### src/verilog/sfa_defs.svh
// Constants for the switch fault alarm and status lamp block
`ifndef SFA_DEFS_SVH
`define SFA_DEFS_SVH

`define SFA_PORTS          5
`define SFA_COPPER         3
`define SFA_ADDR_W         12
`define SFA_OFF_STATUS     12'h000
`define SFA_OFF_EVENT      12'h004
`define SFA_OFF_MASK       12'h008
`define SFA_OFF_CONFIG     12'h00c
`define SFA_HSIZE_WORD     3'b010
`define SFA_EV_W           9
`define SFA_BIT_PRIMARY_POWER_INDICATOR       5
`define SFA_BIT_BACKUP_POWER_INDICATOR       6
`define SFA_BIT_RING       7
`define SFA_BIT_FAULT      8
`define SFA_STATUS_W       11
`define SFA_CONFIG_W       6
`define SFA_MASK_RST       9'h000
`define SFA_SETTLE_CYC     4'h4
`define SFA_CLK_HZ         50000000
`define SFA_FLASH_HALF_MS  250
`define SFA_STRETCH_MS     50
`define SFA_FLASH_HALF_CYC (`SFA_CLK_HZ / 1000 * `SFA_FLASH_HALF_MS)
`define SFA_STRETCH_CYC    (`SFA_CLK_HZ / 1000 * `SFA_STRETCH_MS)
`define SFA_FLASH_W        24
`define SFA_STRETCH_W      22

`endif

### src/verilog/sfa_pkg.sv
// Types shared by the switch fault alarm block
`default_nettype none
package sfa_pkg;
  typedef enum logic [1:0] {
    SFA_ST_SETTLE = 2'b00,
    SFA_ST_SAMPLE = 2'b01,
    SFA_ST_RUN    = 2'b11
  } sfa_state_t;

  typedef struct packed {
    logic [4:0] port_link;
    logic [2:0] copper_speed_100;
    logic [4:0] port_tx_act;
    logic       primary_power_good;
    logic       backup_power_good;
    logic       ring_leader_now;
    logic       ring_break;
    logic [4:0] port_alarm_sw;
    logic       ring_leader_sw;
  } sfa_in_t;

  typedef struct packed {
    logic       fault_indicator;
    logic       primary_power_indicator;
    logic       backup_power_indicator;
    logic       ring_leader_indicator;
    logic [2:0] low_speed_link_indicator;
    logic [4:0] high_speed_link_indicator;
  } sfa_lamp_t;
endpackage
`default_nettype wire

### src/verilog/sfa_alarm.sv
// Fault alarm relay, status lamps and AHB-Lite register slave
`timescale 1ns/100ps
`default_nettype none
`include "sfa_defs.svh"
module sfa_alarm #(
  parameter int unsigned FLASH_HALF_CYC = `SFA_FLASH_HALF_CYC,
  parameter int unsigned STRETCH_CYC    = `SFA_STRETCH_CYC
) (
  // Clock and reset
  input  wire logic             hclk,
  input  wire logic             hresetn,
  // AHB-Lite slave
  input  wire logic             hsel,
  input  wire logic [31:0]      haddr,
  input  wire logic [1:0]       htrans,
  input  wire logic             hwrite,
  input  wire logic [2:0]       hsize,
  input  wire logic [31:0]      hwdata,
  input  wire logic             hready,
  output logic [31:0]           hrdata,
  output logic                  hreadyout,
  output logic                  hresp,
  // Field inputs and switches
  input  wire sfa_pkg::sfa_in_t field_in,
  // Lamps, relay and interrupt
  output var sfa_pkg::sfa_lamp_t lamps,
  output logic                  relay_closed,
  output logic                  irq
);
  import sfa_pkg::*;

  localparam logic [`SFA_FLASH_W-1:0]   FLASH_LAST   = `SFA_FLASH_W'(FLASH_HALF_CYC - 1);
  localparam logic [`SFA_STRETCH_W-1:0] STRETCH_LAST = `SFA_STRETCH_W'(STRETCH_CYC - 1);

  sfa_in_t                      sy;
  sfa_state_t                   state_q;
  logic [3:0]                   settle_q;
  logic [`SFA_PORTS-1:0]        en_q;
  logic                         leader_en_q;
  logic                         alarm_on;
  logic                         port_fault;
  logic                         power_fault;
  logic                         ring_fault;
  logic                         fault_now;
  logic [`SFA_FLASH_W-1:0]      flash_cnt_q;
  logic                         flash_tick;
  logic                         flash_q;
  logic [`SFA_STRETCH_W-1:0]    stretch_q [`SFA_PORTS];
  logic [`SFA_PORTS-1:0]        stretch_busy;
  logic                         accept;
  logic                         wr_q;
  logic [`SFA_ADDR_W-1:0]       waddr_q;
  logic                         rd_clr;
  logic [31:0]                  rd_val;
  logic [`SFA_EV_W-1:0]         event_q;
  logic [`SFA_EV_W-1:0]         mask_q;
  logic [`SFA_EV_W-1:0]         ev_set;
  logic [`SFA_PORTS-1:0]        link_prev_q;
  logic                         primary_power_indicator_prev_q;
  logic                         backup_power_indicator_prev_q;
  logic                         ring_prev_q;
  logic                         fault_prev_q;

  // Lamp on with link, blinking while traffic is seen
  function automatic logic sfa_blink(input logic up, input logic busy, input logic phase);
    sfa_blink = up & (~busy | phase);
  endfunction

  sfa_sync u_sync (
    .hclk    (hclk),
    .hresetn (hresetn),
    .raw_in  (field_in),
    .synced  (sy)
  );

  // Power-up sequence: let the synchroniser settle, then take the switches once
  always_ff @(posedge hclk or negedge hresetn)
  begin
    if (!hresetn)
    begin
      state_q  <= SFA_ST_SETTLE;
      settle_q <= 4'h0;
    end
    else
    begin
      case (state_q)
        SFA_ST_SETTLE:
        begin
          settle_q <= settle_q + 4'h1;
          if (settle_q == `SFA_SETTLE_CYC - 4'h1)
            state_q <= SFA_ST_SAMPLE;
        end
        SFA_ST_SAMPLE:
          state_q <= SFA_ST_RUN;
        SFA_ST_RUN:
          state_q <= SFA_ST_RUN;
        default:
          state_q <= SFA_ST_SETTLE;
      endcase
    end
  end

  always_ff @(posedge hclk or negedge hresetn)
  begin
    if (!hresetn)
    begin
      en_q        <= '0;
      leader_en_q <= 1'b0;
    end
    else if (state_q == SFA_ST_SAMPLE)
    begin
      en_q        <= sy.port_alarm_sw;
      leader_en_q <= sy.ring_leader_sw;
    end
  end

  // Fault decision
  assign alarm_on    = (|en_q) | leader_en_q;
  assign port_fault  = |(en_q & ~sy.port_link);
  assign power_fault = ~(sy.primary_power_good & sy.backup_power_good);
  assign ring_fault  = leader_en_q & sy.ring_break;
  assign fault_now   = (state_q == SFA_ST_RUN) & alarm_on
                       & (port_fault | power_fault | ring_fault);

  // Relay opens to signal the external alarm device
  always_ff @(posedge hclk or negedge hresetn)
  begin
    if (!hresetn)
      relay_closed <= 1'b1;
    else
      relay_closed <= ~fault_now;
  end

  // Free-running flash divider
  assign flash_tick = (flash_cnt_q == FLASH_LAST);

  always_ff @(posedge hclk or negedge hresetn)
  begin
    if (!hresetn)
    begin
      flash_cnt_q <= '0;
      flash_q     <= 1'b0;
    end
    else if (flash_tick)
    begin
      flash_cnt_q <= '0;
      flash_q     <= ~flash_q;
    end
    else
      flash_cnt_q <= flash_cnt_q + 1'b1;
  end

  // Activity stretch so a short burst stays visible
  always_ff @(posedge hclk or negedge hresetn)
  begin
    if (!hresetn)
    begin
      for (int i = 0; i < `SFA_PORTS; i++)
        stretch_q[i] <= '0;
    end
    else
    begin
      for (int i = 0; i < `SFA_PORTS; i++)
      begin
        if (sy.port_tx_act[i])
          stretch_q[i] <= STRETCH_LAST;
        else if (stretch_busy[i])
          stretch_q[i] <= stretch_q[i] - 1'b1;
      end
    end
  end

  always_comb
  begin
    for (int i = 0; i < `SFA_PORTS; i++)
      stretch_busy[i] = (stretch_q[i] != '0) | sy.port_tx_act[i];
  end

  // Lamps
  always_ff @(posedge hclk or negedge hresetn)
  begin
    if (!hresetn)
      lamps <= '0;
    else
    begin
      lamps.fault_indicator         <= fault_now;
      lamps.primary_power_indicator <= sy.primary_power_good;
      lamps.backup_power_indicator  <= sy.backup_power_good;
      if (sy.ring_break)
        lamps.ring_leader_indicator <= flash_q;
      else
        lamps.ring_leader_indicator <= sy.ring_leader_now;
      for (int i = 0; i < `SFA_COPPER; i++)
      begin
        lamps.low_speed_link_indicator[i] <=
          sfa_blink(sy.port_link[i] & ~sy.copper_speed_100[i], stretch_busy[i], flash_q);
        lamps.high_speed_link_indicator[i] <=
          sfa_blink(sy.port_link[i] & sy.copper_speed_100[i], stretch_busy[i], flash_q);
      end
      for (int i = `SFA_COPPER; i < `SFA_PORTS; i++)
        lamps.high_speed_link_indicator[i] <=
          sfa_blink(sy.port_link[i], stretch_busy[i], flash_q);
    end
  end

  // Bus slave: zero wait states, always OKAY
  assign hreadyout = 1'b1;
  assign hresp     = 1'b0;
  assign accept    = hsel & htrans[1] & hready & (hsize == `SFA_HSIZE_WORD);
  assign rd_clr    = accept & ~hwrite & (haddr[`SFA_ADDR_W-1:0] == `SFA_OFF_EVENT);

  always_comb
  begin
    rd_val = 32'h0000_0000;
    case (haddr[`SFA_ADDR_W-1:0])
      `SFA_OFF_STATUS:
        rd_val[`SFA_STATUS_W-1:0] = {alarm_on, sy.ring_leader_now, lamps.fault_indicator,
                                     sy.ring_break, sy.backup_power_good,
                                     sy.primary_power_good, sy.port_link};
      `SFA_OFF_EVENT:
        rd_val[`SFA_EV_W-1:0] = event_q;
      `SFA_OFF_MASK:
        rd_val[`SFA_EV_W-1:0] = mask_q;
      `SFA_OFF_CONFIG:
        rd_val[`SFA_CONFIG_W-1:0] = {leader_en_q, en_q};
      default:
        rd_val = 32'h0000_0000;
    endcase
  end

  always_ff @(posedge hclk or negedge hresetn)
  begin
    if (!hresetn)
    begin
      wr_q    <= 1'b0;
      waddr_q <= '0;
      hrdata  <= 32'h0000_0000;
    end
    else
    begin
      wr_q <= accept & hwrite;
      if (accept)
        waddr_q <= haddr[`SFA_ADDR_W-1:0];
      if (accept & ~hwrite)
        hrdata <= rd_val;
    end
  end

  always_ff @(posedge hclk or negedge hresetn)
  begin
    if (!hresetn)
      mask_q <= `SFA_MASK_RST;
    else if (wr_q && (waddr_q == `SFA_OFF_MASK))
      mask_q <= hwdata[`SFA_EV_W-1:0];
  end

  // Event detection on synchronised levels
  always_ff @(posedge hclk or negedge hresetn)
  begin
    if (!hresetn)
    begin
      link_prev_q  <= '0;
      primary_power_indicator_prev_q  <= 1'b0;
      backup_power_indicator_prev_q  <= 1'b0;
      ring_prev_q  <= 1'b0;
      fault_prev_q <= 1'b0;
    end
    else
    begin
      link_prev_q  <= sy.port_link;
      primary_power_indicator_prev_q  <= sy.primary_power_good;
      backup_power_indicator_prev_q  <= sy.backup_power_good;
      ring_prev_q  <= sy.ring_break;
      fault_prev_q <= fault_now;
    end
  end

  always_comb
  begin
    ev_set                  = '0;
    ev_set[`SFA_PORTS-1:0]  = link_prev_q & ~sy.port_link;
    ev_set[`SFA_BIT_PRIMARY_POWER_INDICATOR]   = primary_power_indicator_prev_q & ~sy.primary_power_good;
    ev_set[`SFA_BIT_BACKUP_POWER_INDICATOR]   = backup_power_indicator_prev_q & ~sy.backup_power_good;
    ev_set[`SFA_BIT_RING]   = sy.ring_break & ~ring_prev_q;
    ev_set[`SFA_BIT_FAULT]  = fault_now & ~fault_prev_q;
  end

  // Read clears, a new event in the same cycle survives
  always_ff @(posedge hclk or negedge hresetn)
  begin
    if (!hresetn)
      event_q <= '0;
    else if (rd_clr)
      event_q <= ev_set;
    else
      event_q <= event_q | ev_set;
  end

  assign irq = |(event_q & mask_q);
endmodule // sfa_alarm
`default_nettype wire

### src/verilog/sfa_sync.sv
// Two-stage synchroniser for the field inputs
`timescale 1ns/100ps
`default_nettype none
module sfa_sync (
  // Clock and reset
  input  wire logic             hclk,
  input  wire logic             hresetn,
  // Raw and synchronised inputs
  input  wire sfa_pkg::sfa_in_t raw_in,
  output var sfa_pkg::sfa_in_t  synced
);
  import sfa_pkg::*;

  sfa_in_t meta_q;

  always_ff @(posedge hclk or negedge hresetn)
  begin
    if (!hresetn)
    begin
      meta_q <= '0;
      synced <= '0;
    end
    else
    begin
      meta_q <= raw_in;
      synced <= meta_q;
    end
  end
endmodule // sfa_sync
`default_nettype wire

### config.mk
export PLATFORM = sky130hd
export DESIGN_NAME = sfa_alarm
export DESIGN_NICKNAME = d
export VERILOG_FILES = /design/src/verilog/sfa_pkg.sv /design/src/verilog/sfa_alarm.sv /design/src/verilog/sfa_sync.sv
export VERILOG_INCLUDE_DIRS = /design/src /design/src/verilog
export SDC_FILE = /design/constraint.sdc
export NUM_CORES = 1
export LEC_CHECK = 0
export ABC_CLOCK_PERIOD_IN_PS = 6570
export BUFFER_PORTS_ARGS = -buffer_cell sky130_fd_sc_hd__clkbuf_2
export CAP_MARGIN = 20
export CORE_UTILIZATION = 35
export CTS_CLUSTER_DIAMETER = 200
export DETAILED_ROUTE_END_ITERATION = 8
export PLACE_DENSITY_LB_ADDON = 0.1
export SLEW_MARGIN = 20
export SYNTH_ARGS = -nofsm -noshare
export SYNTH_HDL_FRONTEND = slang
export SYNTH_SLANG_ARGS = --single-unit
export TNS_END_PERCENT = 100
### constraint.sdc
create_clock -name hclk -period 6.57 [get_ports hclk]
set_input_delay 1.314 -clock hclk [delete_from_list [all_inputs] [get_ports hclk]]
set_output_delay 1.314 -clock hclk [all_outputs]
set_load 0.02 [all_outputs]
==> results of run 1 <==
[report_power, final]
part / switching (W) / internal (W) / leakage, nW / total [W]
clock network: 0.000642 / 0.00110 / 0.507 / 0.00174
logic: 0.0000802 / 0.0000529 / 1.88 / 0.000133
registers: 0.0000380 / 0.00161 / 2.99 / 0.00165
[critical path: stages]
cell and delay (ps):
clkbuf_2 80, nor4bb_1 330, nand4_1 600, nor2_1 790, nand3b_1 470, a22o_1 330
[cell families (layout without fill, tap and decap cells)]
kind of cell,count (synthesis),after routing
simple gates,394,394
buf+inv,84,160
compound gates,139,139
mux,45,45
other cells,2,23
fa+ha+maj,7,7
flops,254,254
xor+xnor,88,88
[worst max path at each step]
stage                  start    endpoint  depth (start not counted)  slack (ps)
finish              hsize[0]  event_q[5]                          6        3070
global route        hsize[0]  event_q[5]                          6        2880
CTS                 hsize[0]  event_q[5]                          6        3070
detailed placement  hsize[0]  event_q[1]                          6        2480
global placement    hsize[0]  event_q[1]                          6        2550
floorplan           hsize[0]  event_q[0]                          5        3690
[synthesized netlist by cell type, types with 5 or more instances]
cell       count
dfrtp_1      253
nor2_1        91
xor2_1        53
nand2_1       43
xnor2_1       35
nor3_1        33
nor4_1        31
nand2b_1      30
mux2_2        29
inv_1         28
buf_4         27
o21ai_0       27
or3_1         25
a21oi_1       24
clkbuf_1      23
a22o_1        21
nand4_1       20
nand3_1       18
or4_1         17
nor2b_1       14
and3_1        13
mux2i_1       10
o211ai_1      10
o31ai_1        8
ha_1           7
mux4_2         6
nand4b_1       6
a211o_1        5
nand3b_1       5
nor4b_1        5
o2111ai_1      5
o21ai_1        5
[layout make-up]
class | count | area, sq um | area share, %
Sequential cell | 254 | 6360 | 48.0
Tap cell | 435 | 544 | 4.11
Clock inverter | 12 | 216 | 1.64
Clock buffer | 41 | 821 | 6.20
Inverter | 29 | 109 | 0.822
Multi-Input combinational cell | 696 | 4770 | 36.1
Timing Repair Buffer | 78 | 415 | 3.14
[layer usage]
metal,up-vias,wire (microns),track usage (%)
met1,3807,12400,21.8
met4,0,671,4.33
met2,102,10400,22.2
met3,44,705,2.24
li1,3725,-,-
met5,-,0,0
[registers in the layout (all words and copies together) (netlist names), 2 cells and up]
name           flops
settle_q           4
mask_q             9
en_q               5
lamps              9
u_sync.synced     23
event_q            9
u_sync.meta_q     23
link_prev_q        5
flash_cnt_q       24
waddr_q           12
hrdata            11
state_q            2
stretch_q        110
[metrics by stage]
stage                     util [%]  setup slack (ps)  total power (W)  instances
final                         41.5              3070          0.00352       1545
after global routing          41.5              2880          0.00366       1545
after CTS                     41.5              3070          0.00359       1545
after detailed placement      38.3              2480          0.00181       1492
after global placement        38.3              2550          0.00181       1492
after floorplan                  -              3690          0.00175       1034
==> reports/results.txt, run 1 <==
Post-synth top area cell: dfrtp_1
Post-cts gate resize count: 0
WHS: 346 ps
Commonest non-fill, non-tap cells in the layout: dfrtp_1, nor2_1, clkbuf_2
Worst hold start: u_sync.meta_q[19]
Root Driver: clkbuf_16
Max H-tree Level: 1
Largest family of logic cells by synthesized area: simple AND/OR/NAND/NOR gates
Clk_lat worst skew: 550 ps
Synth top area cells: dfrtp_1, xor2_1, nor2_1
Post-route ant nets: 0
Period utilization: 53.3%
Synth Area in XOR/XNOR: 6.71%
CTS Buf Count: 29
Starting density of the core: 36.0%
Rows: 65
Post-synthesis adder-cell area fraction: 0.763%
Number of antenna violations at the first check in global routing: 1
Pleak: 5.38 nW
Avg Cell Area, Syn: 11.3 sq um
Gr ovfl total: 0
Fraction of registers with async set/reset: 100%
Synth Cell Area: 11500 sq um
Post-route setup TNS: 0 ps
Reg2reg start: stretch_q[26]
Post-synth EDFFs: 0
Largest net degree at the start of global routing: 146
Most common library cell in the layout ignoring fill and taps: dfrtp_1
Worst reg2reg path endpoint: stretch_q[39]
GP Congestion: 0.771
Cell variety after synth: 78
P&R area growth vs syn: 15.3%
Pins over their slew limit: 0
Clock transition at path regs: 60 ps
Detailed placement HPWL: 15.7 mm
Global-route wire length before repair: 40.4 mm
Status: completed
Pre-antenna DRT Iters: 4
Crit path required time: 6990 ps
Vias in the first global route: 7633
CP max FO: 13
DR vias: 7678
Final Setup Violations: 0
Die width: 183 microns
Post-route cell area: 13200 sq um
Hold-fix buffers, CTS: 0
Core Area: 31900 sq um
Chip height: 183 microns
Seq/Total Area, Yosys: 55.4%
Multiplexer share of the synthesized area: 4.89%
Fmax: 0.285 GHz
Share of cells above drive strength 1: 17.2%
Rel. slew slack: 39.1%
Hold Path Stages: 0
Vias/cell: 4.97
PwrDens: 266 nW/um^2
Gate count of the mapped netlist: 1013
CTS tree: built
Reg2Reg Setup Slack: 3890 ps
Synth Area in Simple Gates: 19.9%
DRC viols: 0
Compound-gate portion of the synthesized area: 8.61%
Diode count: 0
I/O pins: 145
Total GRT Usage: 14.8%
Top_reg_cell synth: dfrtp_1
Crit path DAT: 3930 ps
Post-CTS setup buffer count: 0
Max_cap viols: 0
First-iteration detailed-routing DRC count: 474
Routed len/inst: 15.7 microns
Final hold vios: 0
Clk buf depth: 3
Number of synthesized register bits: 254
Worst Hold Endpoint: u_sync.synced[19]
Worst Tran Pin Value: 905 ps
Nets: 1192
Synthesis warning total: 0
Filler cells: 3122
Reg2Reg Depth: 5
Layout Skew: 21.5 ps
Top-area cell type share of the netlist area: 55.1%
Die area: 33500 sq um
Startpoint types: primary input
Crit path kind: primary input to register
Placed cell areas: 12200 sq um
Crit path time final: 3500 ps
RSZ-0062 raised after global routing: false
PortBufs: 77
Crit. End Element: register
Clock sink count: 254
Maximum vdd drop: 178 uV
Hold crit path type: register to register
Detailed Route WL: 24.3 mm
No activity file was read; power rests on OpenSTA's default activity.
==> inputs of run 2 (changes only) <==
ABC_CLOCK_PERIOD_IN_PS = 3650   (was 6570)
clock period = 3.65 ns   (was 6.57 ns; I/O delays follow)
==> run 2 against run 1 <==
  * Clock power up 68%
  * Cell count up 0.45%
  * Non-clock buffer count up 8
  * First-iteration DRC count down 17%
  * Clock skew down 15 ps
  * Global-route usage up 0.10 points
  * Routed wire length down 0.19%
  * Via count down 0.38%
  * Combinational power up 84%
  * Die area unchanged
  * Critical path type is now register to register
==> reports/results.txt, run 2 (synthesis gave the netlist of run 1 again) <==
Die area: 33500 sq um
Placed cell count: 1500
Number of antenna violations at the first check in global routing: 0
CP max FO: 8
Vias/cell: 4.93
Top Registers: stretch_q (110), flash_cnt_q (24)
Diode count: 0
Post-CTS setup buffer count: 0
Hold crit path type: primary input to asynchronous set/reset pin
Max H-tree Level: 1
I/O pins: 145
Post-route cell area: 13300 sq um
Crit path required time: 4080 ps
Detailed Route WL: 24.2 mm
Cell Count, Final, Fillers Out: 1552
Clock sink count: 254
CP max-delay cell: nor4_2
Pre-antenna DRT Iters: 4
CTS tree: built
DR vias: 7649
PwrDens: 464 nW/um^2
Period utilization: 72.2%
Crit path kind: register to register
Crit path time final: 2640 ps
Layout Skew: 6.87 ps
GP Congestion: 0.773
Dpl ws: 1010 ps
Post-route setup TNS: 0 ps
Startpoint types: register
P&R area growth vs syn: 15.4%
Crit. End Element: register
Number of flip-flops in the largest register: 110
Core Area: 31900 sq um
Commonest non-fill, non-tap cells in the layout: dfrtp_1, nor2_1, clkbuf_2
Gr ovfl total: 0
First-iteration detailed-routing DRC count: 394
Final WS setup: 1010 ps
Clk buf depth: 3
DRC viols: 0
CTS Buf Count: 30
Global-route wire length before repair: 40.4 mm
Hold-fix buffers, CTS: 0
Clk_lat worst skew: 560 ps
Post-route ant nets: 0
Maximum vdd drop: 361 uV
Reg area: 6360 sq um
RSZ-0062 raised after global routing: false
Total GRT Usage: 14.9%
Clock transition at path regs: 60 ps
Most common library cell in the layout ignoring fill and taps: dfrtp_1
Reg2Reg Setup Slack: 1010 ps
Rows: 65
Largest net degree at the start of global routing: 78
Rel. slew slack: 42.0%
Fmax: 0.379 GHz
Chip height: 183 microns
Crit path DAT: 3070 ps
Vias in the first global route: 7588
Nets: 1201
Largest register by flop count: stretch_q
PortBufs: 77
Detailed placement HPWL: 16.3 mm
Cell Chain, Critical Path: inv_1 -> ha_1 -> nor3b_1 -> nand3_1 -> nor4_2 -> xnor2_1 -> nand2_1
Filler cells: 3092
Starting density of the core: 36.0%
Final Setup Violations: 0
Final hold vios: 0
Die width: 183 microns
Pins over their slew limit: 0
Worst path top cell family by delay: simple AND/OR/NAND/NOR gates
Status: completed
Buf/Inv on CP: 1
Max incr delay on CP: 640 ps
Area occupied by multi-input gates: 4770 sq um
Root Driver: clkbuf_16
Routed len/inst: 15.6 microns
Placed cell areas: 12300 sq um
Share of cells above drive strength 1: 17.8%
Pleak: 5.41 nW
Worst Tran Pin Value: 862 ps
Post-cts gate resize count: 0
Max_cap viols: 0
==> run 2: cell types whose count changed in the layout (fill, tap and decap cells not counted), moves of 2 or more <==
cell,delta
bufinv_16,-5
clkbuf_16,+2
clkbuf_8,+4
buf_4,+7
==> run 2: metrics by stage <==
| stage | power [W] | utilization, % | hold WS (ps) |
|---|---|---|---|
| 3_5_place_dp | 0.00327 | 38.5 | 335 |
| 4_1_cts | 0.00626 | 41.6 | 158 |
| 5_1_grt | 0.00642 | 41.6 | 171 |
| 6_report | 0.00614 | 41.6 | 121 |
| 3_3_place_gp | 0.00327 | 38.5 | 332 |
| 2_1_floorplan | 0.00314 | - | 331 |
==> run 2: final timing paths <==
check,from,to,depth (start not counted)
max in group asynchronous,hresetn,relay_closed,2
min,hresetn,stretch_q[34],1
max,stretch_q[44],stretch_q[44],7
max reg2reg,stretch_q[44],stretch_q[44],7
min reg2reg,u_sync.meta_q[10],u_sync.synced[10],0
min in group hclk,field_in[1],u_sync.meta_q[1],1
==> run 2: power breakdown <==
| part | leakage (nW) | internal (W) | switching (W) | total (W) |
|---|---|---|---|---|
| combinational | 1.93 | 0.0000995 | 0.000145 | 0.000245 |
| clock | 0.487 | 0.00178 | 0.00115 | 0.00293 |
| sequential | 2.99 | 0.00290 | 0.0000682 | 0.00297 |
==> run 2: layout make-up <==
type / instances / area share [%]
Timing Repair Buffer: 86 / 3.68
Clock inverter: 6 / 0.415
Sequential cell: 254 / 48.0
Multi-Input combinational cell: 696 / 36.0
Tap cell: 435 / 4.11
Clock buffer: 46 / 6.96
Inverter: 29 / 0.822
==> run 2: layer usage <==
metal  global-route usage [%]  part of all wire [%]
met2                     22.3                    44
met1                     21.7                    50
met5                        0                     0
met4                     3.90                   2.2
met3                     3.14                   4.3
